File: src/pkg/lrc_defs.svh
// Register offsets, field positions, reset values and counts of the ladder reference control.
`ifndef LRC_DEFS_SVH
`define LRC_DEFS_SVH
`define LRC_ADDR_W          4
`define LRC_OFF_CTRL0       4'h0
`define LRC_OFF_CTRL1       4'h1
`define LRC_OFF_STATUS      4'h2
`define LRC_BIT_EN          7
`define LRC_BIT_OE1         5
`define LRC_BIT_OE2         4
`define LRC_BIT_PSS         2
`define LRC_CODE_MSB        4
`define LRC_CODE_W          5
`define LRC_LEVELS          32
`define LRC_CTRL0_WMASK     8'hb4
`define LRC_CTRL1_WMASK     8'h1f
`define LRC_CTRL0_RST       8'h00
`define LRC_CTRL1_RST       8'h00
`define LRC_PINS            2
`endif

File: src/pkg/lrc_pkg.sv
// Types shared by the ladder reference control modules.
package lrc_pkg;
    typedef logic [7:0]  lrc_byte_t;
    typedef logic [4:0]  lrc_code_t;
    typedef logic [31:0] lrc_tap_t;
    typedef enum logic [1:0] {
        LRC_SRC_SUPPLY = 2'b01,
        LRC_SRC_EXTREF = 2'b10
    } lrc_src_e;
endpackage

File: src/pkg/lrc_ctl_if.sv
// Interface carrying decoded control settings from the register file to the ladder driver.
`timescale 1ns/100ps
interface lrc_ctl_if;
    import lrc_pkg::*;
    logic      conv_enable;
    logic      pos_source_select;
    logic      pin1_out_enable;
    logic      pin2_out_enable;
    lrc_code_t level_code;
    modport src (output conv_enable, output pos_source_select, output pin1_out_enable,
                 output pin2_out_enable, output level_code);
    modport dst (input conv_enable, input pos_source_select, input pin1_out_enable,
                 input pin2_out_enable, input level_code);
endinterface

File: src/hdl/lrc_ladder_drv.sv
// Ladder tap, source and pin override driver of the ladder reference control.
`timescale 1ns/100ps
`include "lrc_defs.svh"
module lrc_ladder_drv
    import lrc_pkg::*;
(
    input  wire logic     i_clk_sys,    // System clock.
    input  wire logic     i_nrst,       // Asynchronous reset, active low.
    lrc_ctl_if.dst        ctl,          // Control settings.
    output lrc_tap_t      o_tap_sel,    // One-hot ladder tap select.
    output lrc_src_e      o_src_sel,    // Upper source select.
    output logic          o_ladder_on,  // Ladder powered.
    output logic [1:0]    o_pin_ovr     // Pin override per pin.
);
    logic [1:0] pin_en;
    assign pin_en = {ctl.pin2_out_enable, ctl.pin1_out_enable};

    // Tap decoder registers a one-hot select; all taps open while off.
    genvar g;
    generate
        for (g = 0; g < `LRC_LEVELS; g++) begin : g_tap
            always_ff @(posedge i_clk_sys or negedge i_nrst) begin
                if (!i_nrst) begin
                    o_tap_sel[g] <= 1'b0;
                end else begin
                    o_tap_sel[g] <= ctl.conv_enable && (ctl.level_code == lrc_code_t'(g));
                end
            end
        end
    endgenerate

    // Enable and source select follow the register one cycle later.
    always_ff @(posedge i_clk_sys or negedge i_nrst) begin
        if (!i_nrst) begin
            o_ladder_on <= 1'b0;
            o_src_sel   <= LRC_SRC_SUPPLY;
        end else begin
            o_ladder_on <= ctl.conv_enable;
            o_src_sel   <= ctl.pos_source_select ? LRC_SRC_EXTREF : LRC_SRC_SUPPLY;
        end
    end

    // Pin overrides connect the level and take the pin from digital use.
    always_ff @(posedge i_clk_sys or negedge i_nrst) begin
        if (!i_nrst) begin
            o_pin_ovr <= 2'b00;
        end else begin
            o_pin_ovr <= pin_en;
        end
    end
endmodule

File: src/hdl/lrc_top.sv
// Top of the ladder reference control: register file, pin gating and ladder driver.
//
// Overview of operation
// - The converter runs while the enable bit, bit 7 of control register 0, is one.
// - Bits 4 to 0 of control register 1 pick one of thirty-two ladder levels.
// - Bit 5 of control register 0 connects the level to the first output pin.
// - Bit 4 of control register 0 connects the level to the second output pin.
// - A pin carrying the level has its driver, pull-up and input detector disabled.
// - Reading a pin that carries the level returns zero.
// - Bit 2 of control register 0 chooses the upper source of the ladder.
// - The lower end of the ladder is always tied to ground.
// - Waking from sleep leaves control register 0 unchanged.
// - Any device reset clears every control bit and the level code.
// - Unimplemented bits of both registers read as zero.
// - The level is offered to the comparator positive input and an ADC channel.
//
// Added by the designer: the register addresses and the strobed register port.
`timescale 1ns/100ps
`include "lrc_defs.svh"
module lrc_top
    import lrc_pkg::*;
(
    input  wire logic                    i_clk_sys,      // System clock, 125 MHz.
    input  wire logic                    i_nrst,         // Asynchronous device reset, active low.
    input  wire logic [`LRC_ADDR_W-1:0]  i_addr,         // Register address.
    input  wire logic [7:0]              i_wdata,        // Write data.
    input  wire logic                    i_wr,           // Write strobe.
    input  wire logic                    i_rd,           // Read strobe.
    output lrc_byte_t                    o_rdata,        // Read data, one cycle after strobe.
    input  wire logic                    i_sleep_wake,   // Wake-up event, no register effect.
    input  wire logic [1:0]              i_pin_in,       // Raw digital input of the two pins.
    output logic [1:0]                   o_pin_rd,       // Port read value of the two pins.
    output logic [1:0]                   o_pin_drv_off,  // Digital output driver disabled.
    output logic [1:0]                   o_pin_pullup_off, // Weak pull-up disabled.
    output logic [1:0]                   o_pin_inbuf_off,  // Input threshold detector disabled.
    output lrc_tap_t                     o_tap_sel,      // One-hot ladder tap select.
    output lrc_src_e                     o_upper_source, // Upper source select.
    output logic                         o_lower_source_gnd, // Lower end tied to ground.
    output logic                         o_ladder_on,    // Ladder powered.
    output logic                         o_ref_out_pin1, // Level switched to first pin.
    output logic                         o_ref_out_pin2, // Level switched to second pin.
    output logic                         o_level_to_cmp, // Level offered to comparator input.
    output logic                         o_level_to_adc  // Level offered to ADC channel.
);
    lrc_byte_t   ctrl0;
    lrc_byte_t   ctrl1;
    logic [1:0]  pin_ovr;
    logic [1:0]  pin_meta;
    logic [1:0]  pin_sync;
    lrc_ctl_if   ctl ();

    // Control registers; only device reset clears them, wake leaves them alone.
    always_ff @(posedge i_clk_sys or negedge i_nrst) begin
        if (!i_nrst) begin
            ctrl0 <= `LRC_CTRL0_RST;
            ctrl1 <= `LRC_CTRL1_RST;
        end else if (i_wr) begin
            if (i_addr == `LRC_OFF_CTRL0) begin
                ctrl0 <= i_wdata & `LRC_CTRL0_WMASK;
            end
            if (i_addr == `LRC_OFF_CTRL1) begin
                ctrl1 <= i_wdata & `LRC_CTRL1_WMASK;
            end
        end
    end

    // Read data; unmapped addresses and unused bits return zero.
    always_ff @(posedge i_clk_sys or negedge i_nrst) begin
        if (!i_nrst) begin
            o_rdata <= 8'h00;
        end else if (i_rd) begin
            unique case (i_addr)
                `LRC_OFF_CTRL0: o_rdata <= ctrl0;
                `LRC_OFF_CTRL1: o_rdata <= ctrl1;
                `LRC_OFF_STATUS: o_rdata <= {5'h0, o_ladder_on, pin_ovr};
                default:       o_rdata <= 8'h00;
            endcase
        end else begin
            o_rdata <= 8'h00;
        end
    end

    // Decoded fields handed to the ladder driver.
    assign ctl.conv_enable       = ctrl0[`LRC_BIT_EN];
    assign ctl.pin1_out_enable   = ctrl0[`LRC_BIT_OE1];
    assign ctl.pin2_out_enable   = ctrl0[`LRC_BIT_OE2];
    assign ctl.pos_source_select = ctrl0[`LRC_BIT_PSS];
    assign ctl.level_code        = ctrl1[`LRC_CODE_MSB:0];

    lrc_ladder_drv u_drv (
        .i_clk_sys   (i_clk_sys),
        .i_nrst      (i_nrst),
        .ctl         (ctl),
        .o_tap_sel   (o_tap_sel),
        .o_src_sel   (o_upper_source),
        .o_ladder_on (o_ladder_on),
        .o_pin_ovr   (pin_ovr)
    );

    // Pin inputs pass two flip-flops before the port read logic sees them.
    always_ff @(posedge i_clk_sys or negedge i_nrst) begin
        if (!i_nrst) begin
            pin_meta <= 2'b00;
            pin_sync <= 2'b00;
        end else begin
            pin_meta <= i_pin_in;
            pin_sync <= pin_meta;
        end
    end

    // Overridden pins read zero and lose their digital functions.
    assign o_pin_rd           = pin_sync & ~pin_ovr;
    assign o_pin_drv_off      = pin_ovr;
    assign o_pin_pullup_off   = pin_ovr;
    assign o_pin_inbuf_off    = pin_ovr;
    assign o_ref_out_pin1     = pin_ovr[0];
    assign o_ref_out_pin2     = pin_ovr[1];
    assign o_lower_source_gnd = 1'b1;

    // The level feeds the comparator and ADC whenever the ladder runs.
    assign o_level_to_cmp = o_ladder_on;
    assign o_level_to_adc = o_ladder_on;
endmodule

File: config.mk
export PLATFORM = sky130hd
export DESIGN_NAME = lrc_top
export DESIGN_NICKNAME = d
export VERILOG_FILES = /design/src/pkg/lrc_pkg.sv /design/src/pkg/lrc_ctl_if.sv /design/src/hdl/lrc_ladder_drv.sv /design/src/hdl/lrc_top.sv
export VERILOG_INCLUDE_DIRS = /design/src /design/src/pkg
export SDC_FILE = /design/constraint.sdc
export NUM_CORES = 1
export LEC_CHECK = 0
export BUFFER_PORTS_ARGS = -buffer_cell sky130_fd_sc_hd__buf_2
export CAP_MARGIN = 40
export CELL_PAD_IN_SITES_DETAIL_PLACEMENT = 1
export CELL_PAD_IN_SITES_GLOBAL_PLACEMENT = 1
export CORE_MARGIN = 8
export CORE_UTILIZATION = 34
export DETAILED_ROUTE_END_ITERATION = 8
export PLACE_DENSITY = 0.78
export SETUP_SLACK_MARGIN = 0.15
export SYNTH_ARGS = -nofsm -noshare
export SYNTH_HDL_FRONTEND = slang
export SYNTH_SLANG_ARGS = --single-unit
export TNS_END_PERCENT = 10
File: constraint.sdc
create_clock -name i_clk_sys -period 1.32 [get_ports i_clk_sys]
set_clock_uncertainty 0.2 [all_clocks]
set_input_delay 0.264 -clock i_clk_sys [delete_from_list [all_inputs] [get_ports i_clk_sys]]
set_output_delay 0.264 -clock i_clk_sys [all_outputs]
set_load 0.01 [all_outputs]
==> results of run 1 <==
[timing repair]
| item | CTS | global route |
|---|---|---|
| endpoints found under the hold margin | 68 | 0 |
| pin swaps | 21 | 29 |
| setup endpoints to repair | 84 | 98 |
| cloned | 0 | 0 |
| setup buffers | 2 | 1 |
| hold buffers | 10 | 0 |
| gates resized for setup | 36 | 36 |
[sequential cells by signal (all words and copies together), names as in the netlist]
name               count
u_drv.o_src_sel        2
u_drv.o_ladder_on      1
u_drv.o_pin_ovr        2
pin_meta               2
ctrl1                  5
u_drv.o_tap_sel       32
o_rdata                7
ctrl0                  4
pin_sync               2
[how the worst min path moves through the flow]
stage,startpoint,end,slack [ns]
2_1_floorplan,i_nrst,ctrl0[2],-0.23
3_3_place_gp,i_nrst,u_drv.o_tap_sel[11],0.08
3_5_place_dp,i_nrst,u_drv.o_tap_sel[7],0.09
4_1_cts,i_rd,o_rdata[7],0.03
5_1_grt,i_rd,o_rdata[7],0.03
6_report,i_rd,o_rdata[7],0.04
[power breakdown]
group	switching, uW	internal (uW)
Combinational	574	563
Sequential	180	1900
Clock	637	1060
[logic make-up after synthesis]
kind of cell,synth area share
compound gates,0.0116
buf+inv,0.0537
flops,0.696
mux,0.0665
other cells,0.00366
simple gates,0.168
[per-layer routing]
layer / routed length (um) / vias up / GRT usage
met5: 0 / - / 0
li1: - / 690 / -
met2: 3330 / 47 / 0.248
met1: 2200 / 758 / 0.141
met3: 339 / 17 / 0.0376
met4: 225 / 0 / 0.103
[worst register-to-register path, stage by stage (launching register included)]
cell and delay, ns:
dfrtp_2 0.50, nand4b_1 0.32, nor3_1 0.20
[layout make-up]
type                    count  area, um^2
fillers                   617        2690
flip-flops and latches     57        1430
repair buffers            102         749
multi-input cells          82         697
clock buffers              13         179
well taps                  75        93.8
clock inverters             2        35.0
inverters                   1        3.75
[cell usage in the layout (no fill, tap or decap), types with 6 or more instances in the layout]
cell type / count
nor2_4: 6
buf_4: 14
clkbuf_8: 13
buf_6: 21
nor3_2: 8
dlygate4sd3_1: 7
dfrtp_1: 51
nor2_2: 8
nor2_1: 17
buf_2: 56
[metrics by stage]
step,util,TNS (ns)
2_1_floorplan,-,0
3_3_place_gp,0.432,-0.961
3_5_place_dp,0.432,-1.26
4_1_cts,0.515,-1.25
5_1_grt,0.542,-2.26
6_report,0.542,-1.24
==> results.md, run 1 <==
- Synth top area cells: dfrtp_1 (68%), nor2_1 (5.3%), buf_4 (3.7%)
- Nets: 272
- Final worst slack: -0.158 ns
- Placer congestion estimate: 0.723
- Synth top area share: 0.683
- WP buf/inv: 2
- Num CTS Buffers: 9
- HPWL after DPL: 3.96 mm
- Crit path required time: 0.86 ns
- Top Family by Delay on Critical Path: flip-flops
- Fmax: 0.677 GHz
- Syn_area_per_cell: 13.2 um^2
- Maximum clock path buffer count: 2
- Via count: 1512
- Netlist cell types: 27
- Most frequent cell after synthesis: dfrtp_1
- Worst r2r src: ctrl1[3]
- Routed Antenna Nets: 0
- Worst hold slack: 0.0436 ns
- Count of final setup violators: 15
- Sequential-to-total area share from yosys stat: 0.696
- Drt drc: 0
- First-pass GRT wire length: 9.25 mm
- Synth warnings: 0
- GR Overflow Total: 0
- Post-DP Area: 0.00254 mm^2
- Initial antenna violation count: 0
- Most frequent cells after synthesis: dfrtp_1 (56), nor2_1 (29), buf_4 (10), nor3_1 (10), nand2b_1 (6)
- Total power: 4920 uW
- Run status: finished with violations
- Num rows: 28
- Post-synth EDFFs: 0
- Worst Path Arrival: 1.01 ns
- Drt first pass iters: 4
- Total GRT Usage: 0.141
- Vias/cell: 4.55
- Vias in the first global route: 1733
- RR Endpoint: u_drv.o_tap_sel[20]
- Clk root buf: clkbuf_8
- Share of flip-flops with an asynchronous set or reset: 1.00
- Top Ports: 75
- CTS clk-pin slew, worst paths: 0.06 ns
- Largest net degree at the start of global routing: 58
- Drt wl/cell: 18.3 um
- Finished Cell Area: 0.00319 mm^2
- Crit. Startpoint: u_drv.o_pin_ovr[0]
- Antenna diodes: 0
- Seq cells post-synth: 57
- Failing checks: setup timing
- Cells on worst reg2reg path: 2
- HP Class: primary input to register
- CTS H-Tree Depth: 3
- CTS sink cnt: 57
- CP endpoint: o_ref_out_pin1
- Slowest stage delay, CP: 0.40 ns
- Reg2Reg Setup Slack: 0 ns
- Post-Synthesis Cells: 155
- Area of the core: 0.00589 mm^2
- Hold Path Stages: 2
- Worst path depth: 2
- Growth of design area from synthesis to finish: 55.6%
- Pleak: 0.00165 uW
- Worst path cell trace: buf_4 -> buf_2
- RSZ-0062 raised after global routing: true
- Drt first-iter violations: 44
- Latest clock arrival within the worst-skew pair: 0.32 ns
- Syn_nets: 174
- Fin cells: 332
- Total of max-cap violations: 0
- Port Buffers: 70
- Pwr dens: 1540 mW/mm^2
- Crit path capture type: output pin
- Minimum clock period: 1.48 ns
- Startpoint types: register
- Initial Utilization: 0.348
- Mapped Area: 0.00205 mm^2
- VDD IR-drop max: 0.000633 V
- Fin crit share: 1.12
- Yosys top cell by area: dfrtp_1
- TritonCTS clock tree: yes
- Share of cells above drive strength 1: 0.623
- Die Area: 0.00877 mm^2
- Die Span X: 93.7 um
- Die Y-Extent: 93.7 um
- Cell Count Post-Placement: 304
- Final Slew Violations: 0
- Final Hold Viols: 0
- CP max stage cell: dfrtp_1
- Synth Flop Type: dfrtp_1
- Routed WL: 6.09 mm
- Crit path kind: register to output pin
- Dpl ws: -0.167 ns
- CP max FO: 3
Power figures use the tool's default switching activity.
==> inputs of run 2 (changes only) <==
--- a/config.mk
+++ b/config.mk
@@ -11,10 +11,12 @@
 export CELL_PAD_IN_SITES_DETAIL_PLACEMENT = 1
 export CELL_PAD_IN_SITES_GLOBAL_PLACEMENT = 1
 export CORE_MARGIN = 8
-export CORE_UTILIZATION = 34
+export CORE_UTILIZATION = 35
+export CTS_BUF_LIST = sky130_fd_sc_hd__clkbuf_8
 export DETAILED_ROUTE_END_ITERATION = 8
-export PLACE_DENSITY = 0.78
+export PLACE_DENSITY = 0.79
 export SETUP_SLACK_MARGIN = 0.15
+export SKIP_CTS_REPAIR_TIMING = 1
 export SYNTH_ARGS = -nofsm -noshare
 export SYNTH_HDL_FRONTEND = slang
 export SYNTH_SLANG_ARGS = --single-unit
==> run 2 against run 1 <==
The flow still finishes with violations (setup timing); sequential share of layout area increased by 2.2 points; clock-buffer cell count decreased by 4; worst hold slack got worse by 0.014 ns; fmax increased by 1.0%; die area decreased by 2.4%; combinational power decreased by 11%; register-to-register slack got worse by 0.02 ns; first-iteration DRC count decreased by 66%.
==> results.md, run 2 (synthesis results as in run 1) <==
- Fmax: 0.683 GHz
- Via count: 1473
- Most common cell after layout, fill and taps aside: buf_2
- Regs by FF count: u_drv.o_tap_sel x32, o_rdata x7, ctrl1 x5
- Num CTS Buffers: 9
- Total of max-cap violations: 0
- Nets: 273
- Final worst slack: -0.143 ns
- HP Class: primary input to register
- Share of cells above drive strength 1: 0.560
- Die Span X: 92.5 um
- Initial Utilization: 0.355
- CTS sink cnt: 57
- HP Start: i_wdata[4]
- Vias/cell: 4.41
- GR Overflow Total: 0
- Hold Path Stages: 2
- TritonCTS clock tree: yes
- Growth of design area from synthesis to finish: 48.1%
- Reg2Reg Setup Slack: -0.02 ns
- RSZ-0062 raised after global routing: true
- Pwr dens: 1430 mW/mm^2
- Initial antenna violation count: 0
- Drt first-iter violations: 15
- Slowest stage delay, CP: 0.43 ns
- Count of final setup violators: 15
- Final Slew Violations: 0
- Die Area: 0.00856 mm^2
- CP max stage cell: dfrtp_2
- Num rows: 28
- Drt first pass iters: 4
- Max FFs per register: 32
- Largest net degree at the start of global routing: 58
- Port Buffers: 70
- Final Hold Viols: 0
- Post-layout util: 0.526
- Total GRT Usage: 0.120
- Maximum clock path buffer count: 2
- VDD IR-drop max: 0.000731 V
- Worst r2r src: ctrl1[2]
- Min-Delay Endpoint: ctrl1[4]
- Crit path required time: 0.86 ns
- Clk root buf: clkbuf_8
- Startpoint types: register
- Placer congestion estimate: 0.772
- Sum Neg Setup Slack: -0.878 ns
- Run status: finished with violations
- Worst Path Arrival: 1.00 ns
- Pleak: 0.00158 uW
- Vias in the first global route: 1613
- Total power: 4340 uW
- Failing checks: setup timing
- Die Y-Extent: 92.5 um
- Routed WL: 5.36 mm
- Crit path capture type: output pin
- Worst path cell trace: nor2b_1 -> buf_2
- Top Ports: 75
- Area of the core: 0.00578 mm^2
- RR Endpoint: ctrl1[2]
- Drt wl/cell: 16.1 um
- Antenna diodes: 0
- CTS H-Tree Depth: 3
- Dpl ws: -0.181 ns
- CP max FO: 6
- Fin crit share: 1.11
- Routed Antenna Nets: 0
- Commonest cells after routing, fill and taps aside: buf_2 (59), dfrtp_1 (52), nor2_1 (23), buf_6 (17), buf_4 (16)
- Crit path kind: register to output pin
- HPWL after DPL: 3.74 mm
- Minimum clock period: 1.46 ns
- First-pass GRT wire length: 7.85 mm
- Drt drc: 0
- CTS clk-pin slew, worst paths: 0.06 ns
- Cells on worst reg2reg path: 3
- Latest clock arrival within the worst-skew pair: 0.33 ns
- Largest Register: u_drv.o_tap_sel
run 2: worst max path at each step:
| stage | slack, ns | endpoint | depth (start not counted) | startpoint |
|---|---|---|---|---|
| after global routing | -0.22 | o_pin_rd[0] | 2 | u_drv.o_pin_ovr[0] |
| after floorplan | 0.02 | ctrl0[2] | 4 | i_addr[3] |
| after detailed placement | -0.18 | ctrl0[4] | 4 | i_addr[0] |
| final | -0.14 | o_pin_rd[0] | 2 | u_drv.o_pin_ovr[0] |
| after global placement | -0.13 | ctrl0[4] | 4 | i_addr[0] |
| after CTS | -0.18 | o_pin_rd[0] | 2 | u_drv.o_pin_ovr[0] |
run 2: metal layers:
| layer | vias to the layer above | GRT usage | wire, um |
|---|---|---|---|
| li1 | 692 | - | - |
| met1 | 726 | 0.116 | 1930 |
| met2 | 48 | 0.209 | 2970 |
| met3 | 7 | 0.0477 | 352 |
| met4 | 0 | 0.0765 | 112 |
| met5 | - | 0 | 0 |
run 2: layout make-up:
class                   count  area [um^2]
fillers                   625         2740
clock inverters             7         32.5
flip-flops and latches     57         1430
repair buffers            103          727
well taps                  75         93.8
multi-input cells          82          624
inverters                   1         3.75
clock buffers               9          124
run 2: critical path, delay by kind of cell (launching register included):
kind | cells | cell delay, ns
buffers and inverters | 1 | 0.13
DFF | 1 | 0.43
and+or+nand+nor | 1 | 0.10
run 2: stage by stage:
step | cell area [um^2] | hold WS, ns | instances
final | 3040 | 0.0295 | 334
after CTS | 2700 | -0.273 | 320
after global routing | 3040 | 0.0212 | 334
after floorplan | 2050 | -0.232 | 155
after global placement | 2540 | 0.0750 | 304
after detailed placement | 2540 | 0.0844 | 304
run 2: power breakdown:
| part | total, uW | switching, uW | leakage (uW) | internal [uW] |
|---|---|---|---|---|
| clock | 1280 | 636 | 0.0000940 | 644 |
| combinational | 1020 | 523 | 0.000732 | 500 |
| sequential | 2030 | 129 | 0.000755 | 1900 |
| total | 4340 | 1290 | 0.00158 | 3050 |
==> inputs of run 3 (changes only) <==
--- a/config.mk
+++ b/config.mk
@@ -6,17 +6,17 @@
 export SDC_FILE = /design/constraint.sdc
 export NUM_CORES = 1
 export LEC_CHECK = 0
+export ABC_AREA = 1
 export BUFFER_PORTS_ARGS = -buffer_cell sky130_fd_sc_hd__buf_2
 export CAP_MARGIN = 40
 export CELL_PAD_IN_SITES_DETAIL_PLACEMENT = 1
 export CELL_PAD_IN_SITES_GLOBAL_PLACEMENT = 1
 export CORE_MARGIN = 8
-export CORE_UTILIZATION = 35
+export CORE_UTILIZATION = 34
 export CTS_BUF_LIST = sky130_fd_sc_hd__clkbuf_8
 export DETAILED_ROUTE_END_ITERATION = 8
-export PLACE_DENSITY = 0.79
+export PLACE_DENSITY = 0.8
 export SETUP_SLACK_MARGIN = 0.15
-export SKIP_CTS_REPAIR_TIMING = 1
 export SYNTH_ARGS = -nofsm -noshare
 export SYNTH_HDL_FRONTEND = slang
 export SYNTH_SLANG_ARGS = --single-unit
==> run 3 against run 2 <==
The flow still finishes with violations (setup timing); synthesized area is essentially flat; cell count grew 8.1%; sequential share of layout area grew 2.0 points; critical path depth is the same; combinational power shrank 16%; register-to-register slack gained 0.10 ns; final area shrank 4.0%; utilization shrank 3.0 points; worst hold slack gained 0.045 ns; die area grew 2.5%; clock-buffer cell count grew 2.
==> results.md, run 3 <==
- HPWL after DPL: 3.96 mm
- Fin cells: 361
- Failing checks: setup timing
- Routed WL: 5.42 mm
- Final Hold Viols: 0
- Startpoint types: register
- Antenna diodes: 0
- Most common cell after layout, fill and taps aside: buf_2
- Final Slew Violations: 0
- Drt first-iter violations: 50
- Total GRT Usage: 0.135
- Total of max-cap violations: 0
- Drt drc: 0
- Share of cells above drive strength 1: 0.416
- HP Class: primary input to register
- Num rows: 28
- Vias/cell: 4.34
- Pleak: 0.00156 uW
- Post-Synthesis Cells: 193
- Post-synth EDFFs: 0
- TritonCTS clock tree: yes
- Placer congestion estimate: 0.736
- Count of final setup violators: 14
- Synth top area share: 0.683
- Pwr dens: 1490 mW/mm^2
- Vias in the first global route: 1777
- Port Buffers: 70
- VDD IR-drop max: 0.000660 V
- CTS clk-pin slew, worst paths: 0.06 ns
- Num CTS Buffers: 9
- Most frequent cells after synthesis: dfrtp_1 (56), nor2_1 (43), nand2_1 (32), inv_1 (17), buf_4 (11)
- First-pass GRT wire length: 8.94 mm
- CTS H-Tree Depth: 3
- Synth Flop Type: dfrtp_1
- Worst path cell trace: nor2_1 -> buf_2
- Worst Path Arrival: 1.00 ns
- Share of flip-flops with an asynchronous set or reset: 1.00
- Die Y-Extent: 93.7 um
- CTS sink cnt: 57
- Final worst slack: -0.144 ns
- Drt first pass iters: 4
- Largest net degree at the start of global routing: 58
- Clk root buf: clkbuf_8
- Crit path kind: register to output pin
- Routed Antenna Nets: 0
- Latest clock arrival within the worst-skew pair: 0.33 ns
- CP max stage cell: dfrtp_2
- Area of the core: 0.00589 mm^2
- Fin crit share: 1.11
- Drt wl/cell: 15.0 um
- Initial antenna violation count: 0
- Syn_area_per_cell: 10.6 um^2
- Synth warnings: 0
- Max FFs per register: 32
- GR Overflow Total: 0
- Slowest stage delay, CP: 0.44 ns
- Crit path capture type: output pin
- Top Ports: 75
- Total power: 4360 uW
- Yosys top cell by area: dfrtp_1
- Fmax: 0.683 GHz
- Minimum clock period: 1.46 ns
- Seq cells post-synth: 57
- Crit path required time: 0.86 ns
- Via count: 1567
- Sequential-to-total area share from yosys stat: 0.696
- Nets: 300
- RSZ-0062 raised after global routing: true
- Most frequent cell after synthesis: dfrtp_1
- Run status: finished with violations
- Regs by FF count: u_drv.o_tap_sel x32, o_rdata x7, ctrl1 x5
- Commonest cells after routing, fill and taps aside: buf_2 (58), dfrtp_1 (51), nor2_1 (34), nand2_1 (31), buf_6 (14)
- Die Span X: 93.7 um
- Syn_nets: 212
- Cell Count Post-Placement: 332
- Largest Register: u_drv.o_tap_sel
- CP max FO: 6
- Mapped Area: 0.00205 mm^2
- Netlist cell types: 15
- Initial Utilization: 0.349
- Synth top area cells: dfrtp_1 (68%), nor2_1 (7.9%), nand2_1 (5.9%)
- Maximum clock path buffer count: 2
- Growth of design area from synthesis to finish: 42.1%
- Die Area: 0.00878 mm^2
==> run 3: cell count changes after synthesis, moves of 5 or more <==
| cell | delta |
|---|---|
| mux2_2 | -5 |
| inv_1 | +16 |
| nand2_1 | +27 |
| o21ai_0 | +9 |
| nand3_1 | +8 |
| nand2b_1 | -6 |
| nor2_1 | +14 |
| nor3_1 | -7 |
==> run 3: stage by stage <==
stage / hold WS, ns / setup slack (ns) / utilization / area (um^2) / setup TNS (ns)
CTS: 0.0764 / -0.155 / 0.482 / 2840 / -1.36
finish: 0.0744 / -0.144 / 0.496 / 2920 / -0.977
detailed placement: 0.0954 / -0.0529 / 0.422 / 2480 / -0.239
global route: 0.0904 / -0.191 / 0.496 / 2920 / -2.00
floorplan: -0.232 / 0.178 / - / 2050 / 0
global placement: 0.0806 / -0.00188 / 0.422 / 2480 / -0.00188
==> run 3: report_power, final <==
group | leakage [uW] | switching, uW | internal (uW)
Combinational | 0.000717 | 507 | 345
Clock | 0.0000911 | 670 | 771
Sequential | 0.000750 | 149 | 1920
==> run 3: what timing repair did <==
| item | in CTS | in global routing |
|---|---|---|
| gates cloned | 0 | 0 |
| setup buffers | 1 | 1 |
| hold endpoints to repair | 69 | 0 |
| setup endpoints to repair | 81 | 85 |
| resized for setup | 12 | 24 |
| hold buffers | 11 | 0 |
| pin swaps | 2 | 6 |
==> run 3: area by class of cell <==
class	instances	area [um^2]
Timing Repair Buffer	90	636
Sequential cell	57	1430
Tap cell	75	93.8
Clock inverter	5	30.0
Inverter	17	63.8
Multi-Input combinational cell	106	508
Fill cell	691	2970
Clock buffer	11	151
==> run 3: routing by layer <==
layer,up-vias,part of all wire,track usage
li1,752,-,-
met1,763,0.37,0.137
met2,44,0.53,0.233
met3,8,0.075,0.0552
met4,0,0.019,0.0713
met5,-,0,0
==> run 3: critical path: cells and delay by family (launching register included) <==
family | cells | cell delay (ns)
simple gates | 1 | 0.10
buf+inv | 1 | 0.14
flops | 1 | 0.44
==> run 3: logic make-up (layout without fill, tap and decap cells) <==
| family | count (synthesis) | count (layout) | synth area share |
|---|---|---|---|
| other | 2 | 2 | 0.00366 |
| buffers and inverters | 30 | 123 | 0.0762 |
| flip-flops | 57 | 57 | 0.696 |
| AO/OA/AOI/OAI | 12 | 12 | 0.0293 |
| AND/OR/NAND/NOR | 92 | 92 | 0.195 |
==> run 3: worst paths after layout <==
kind                                          from                  end  cells past startpoint  slack (ns)
worst min-delay path                     i_addr[0]           o_rdata[0]                      4        0.07
min in group asynchronous                   i_nrst          pin_meta[0]                      3        0.26
worst min register to register         pin_meta[0]          pin_sync[0]                      0        0.15
worst max register to register            ctrl1[1]  u_drv.o_tap_sel[18]                      5        0.08
worst max-delay path            u_drv.o_pin_ovr[0]          o_pin_rd[0]                      2       -0.14
max in group asynchronous                   i_nrst   u_drv.o_pin_ovr[1]                      3        0.38
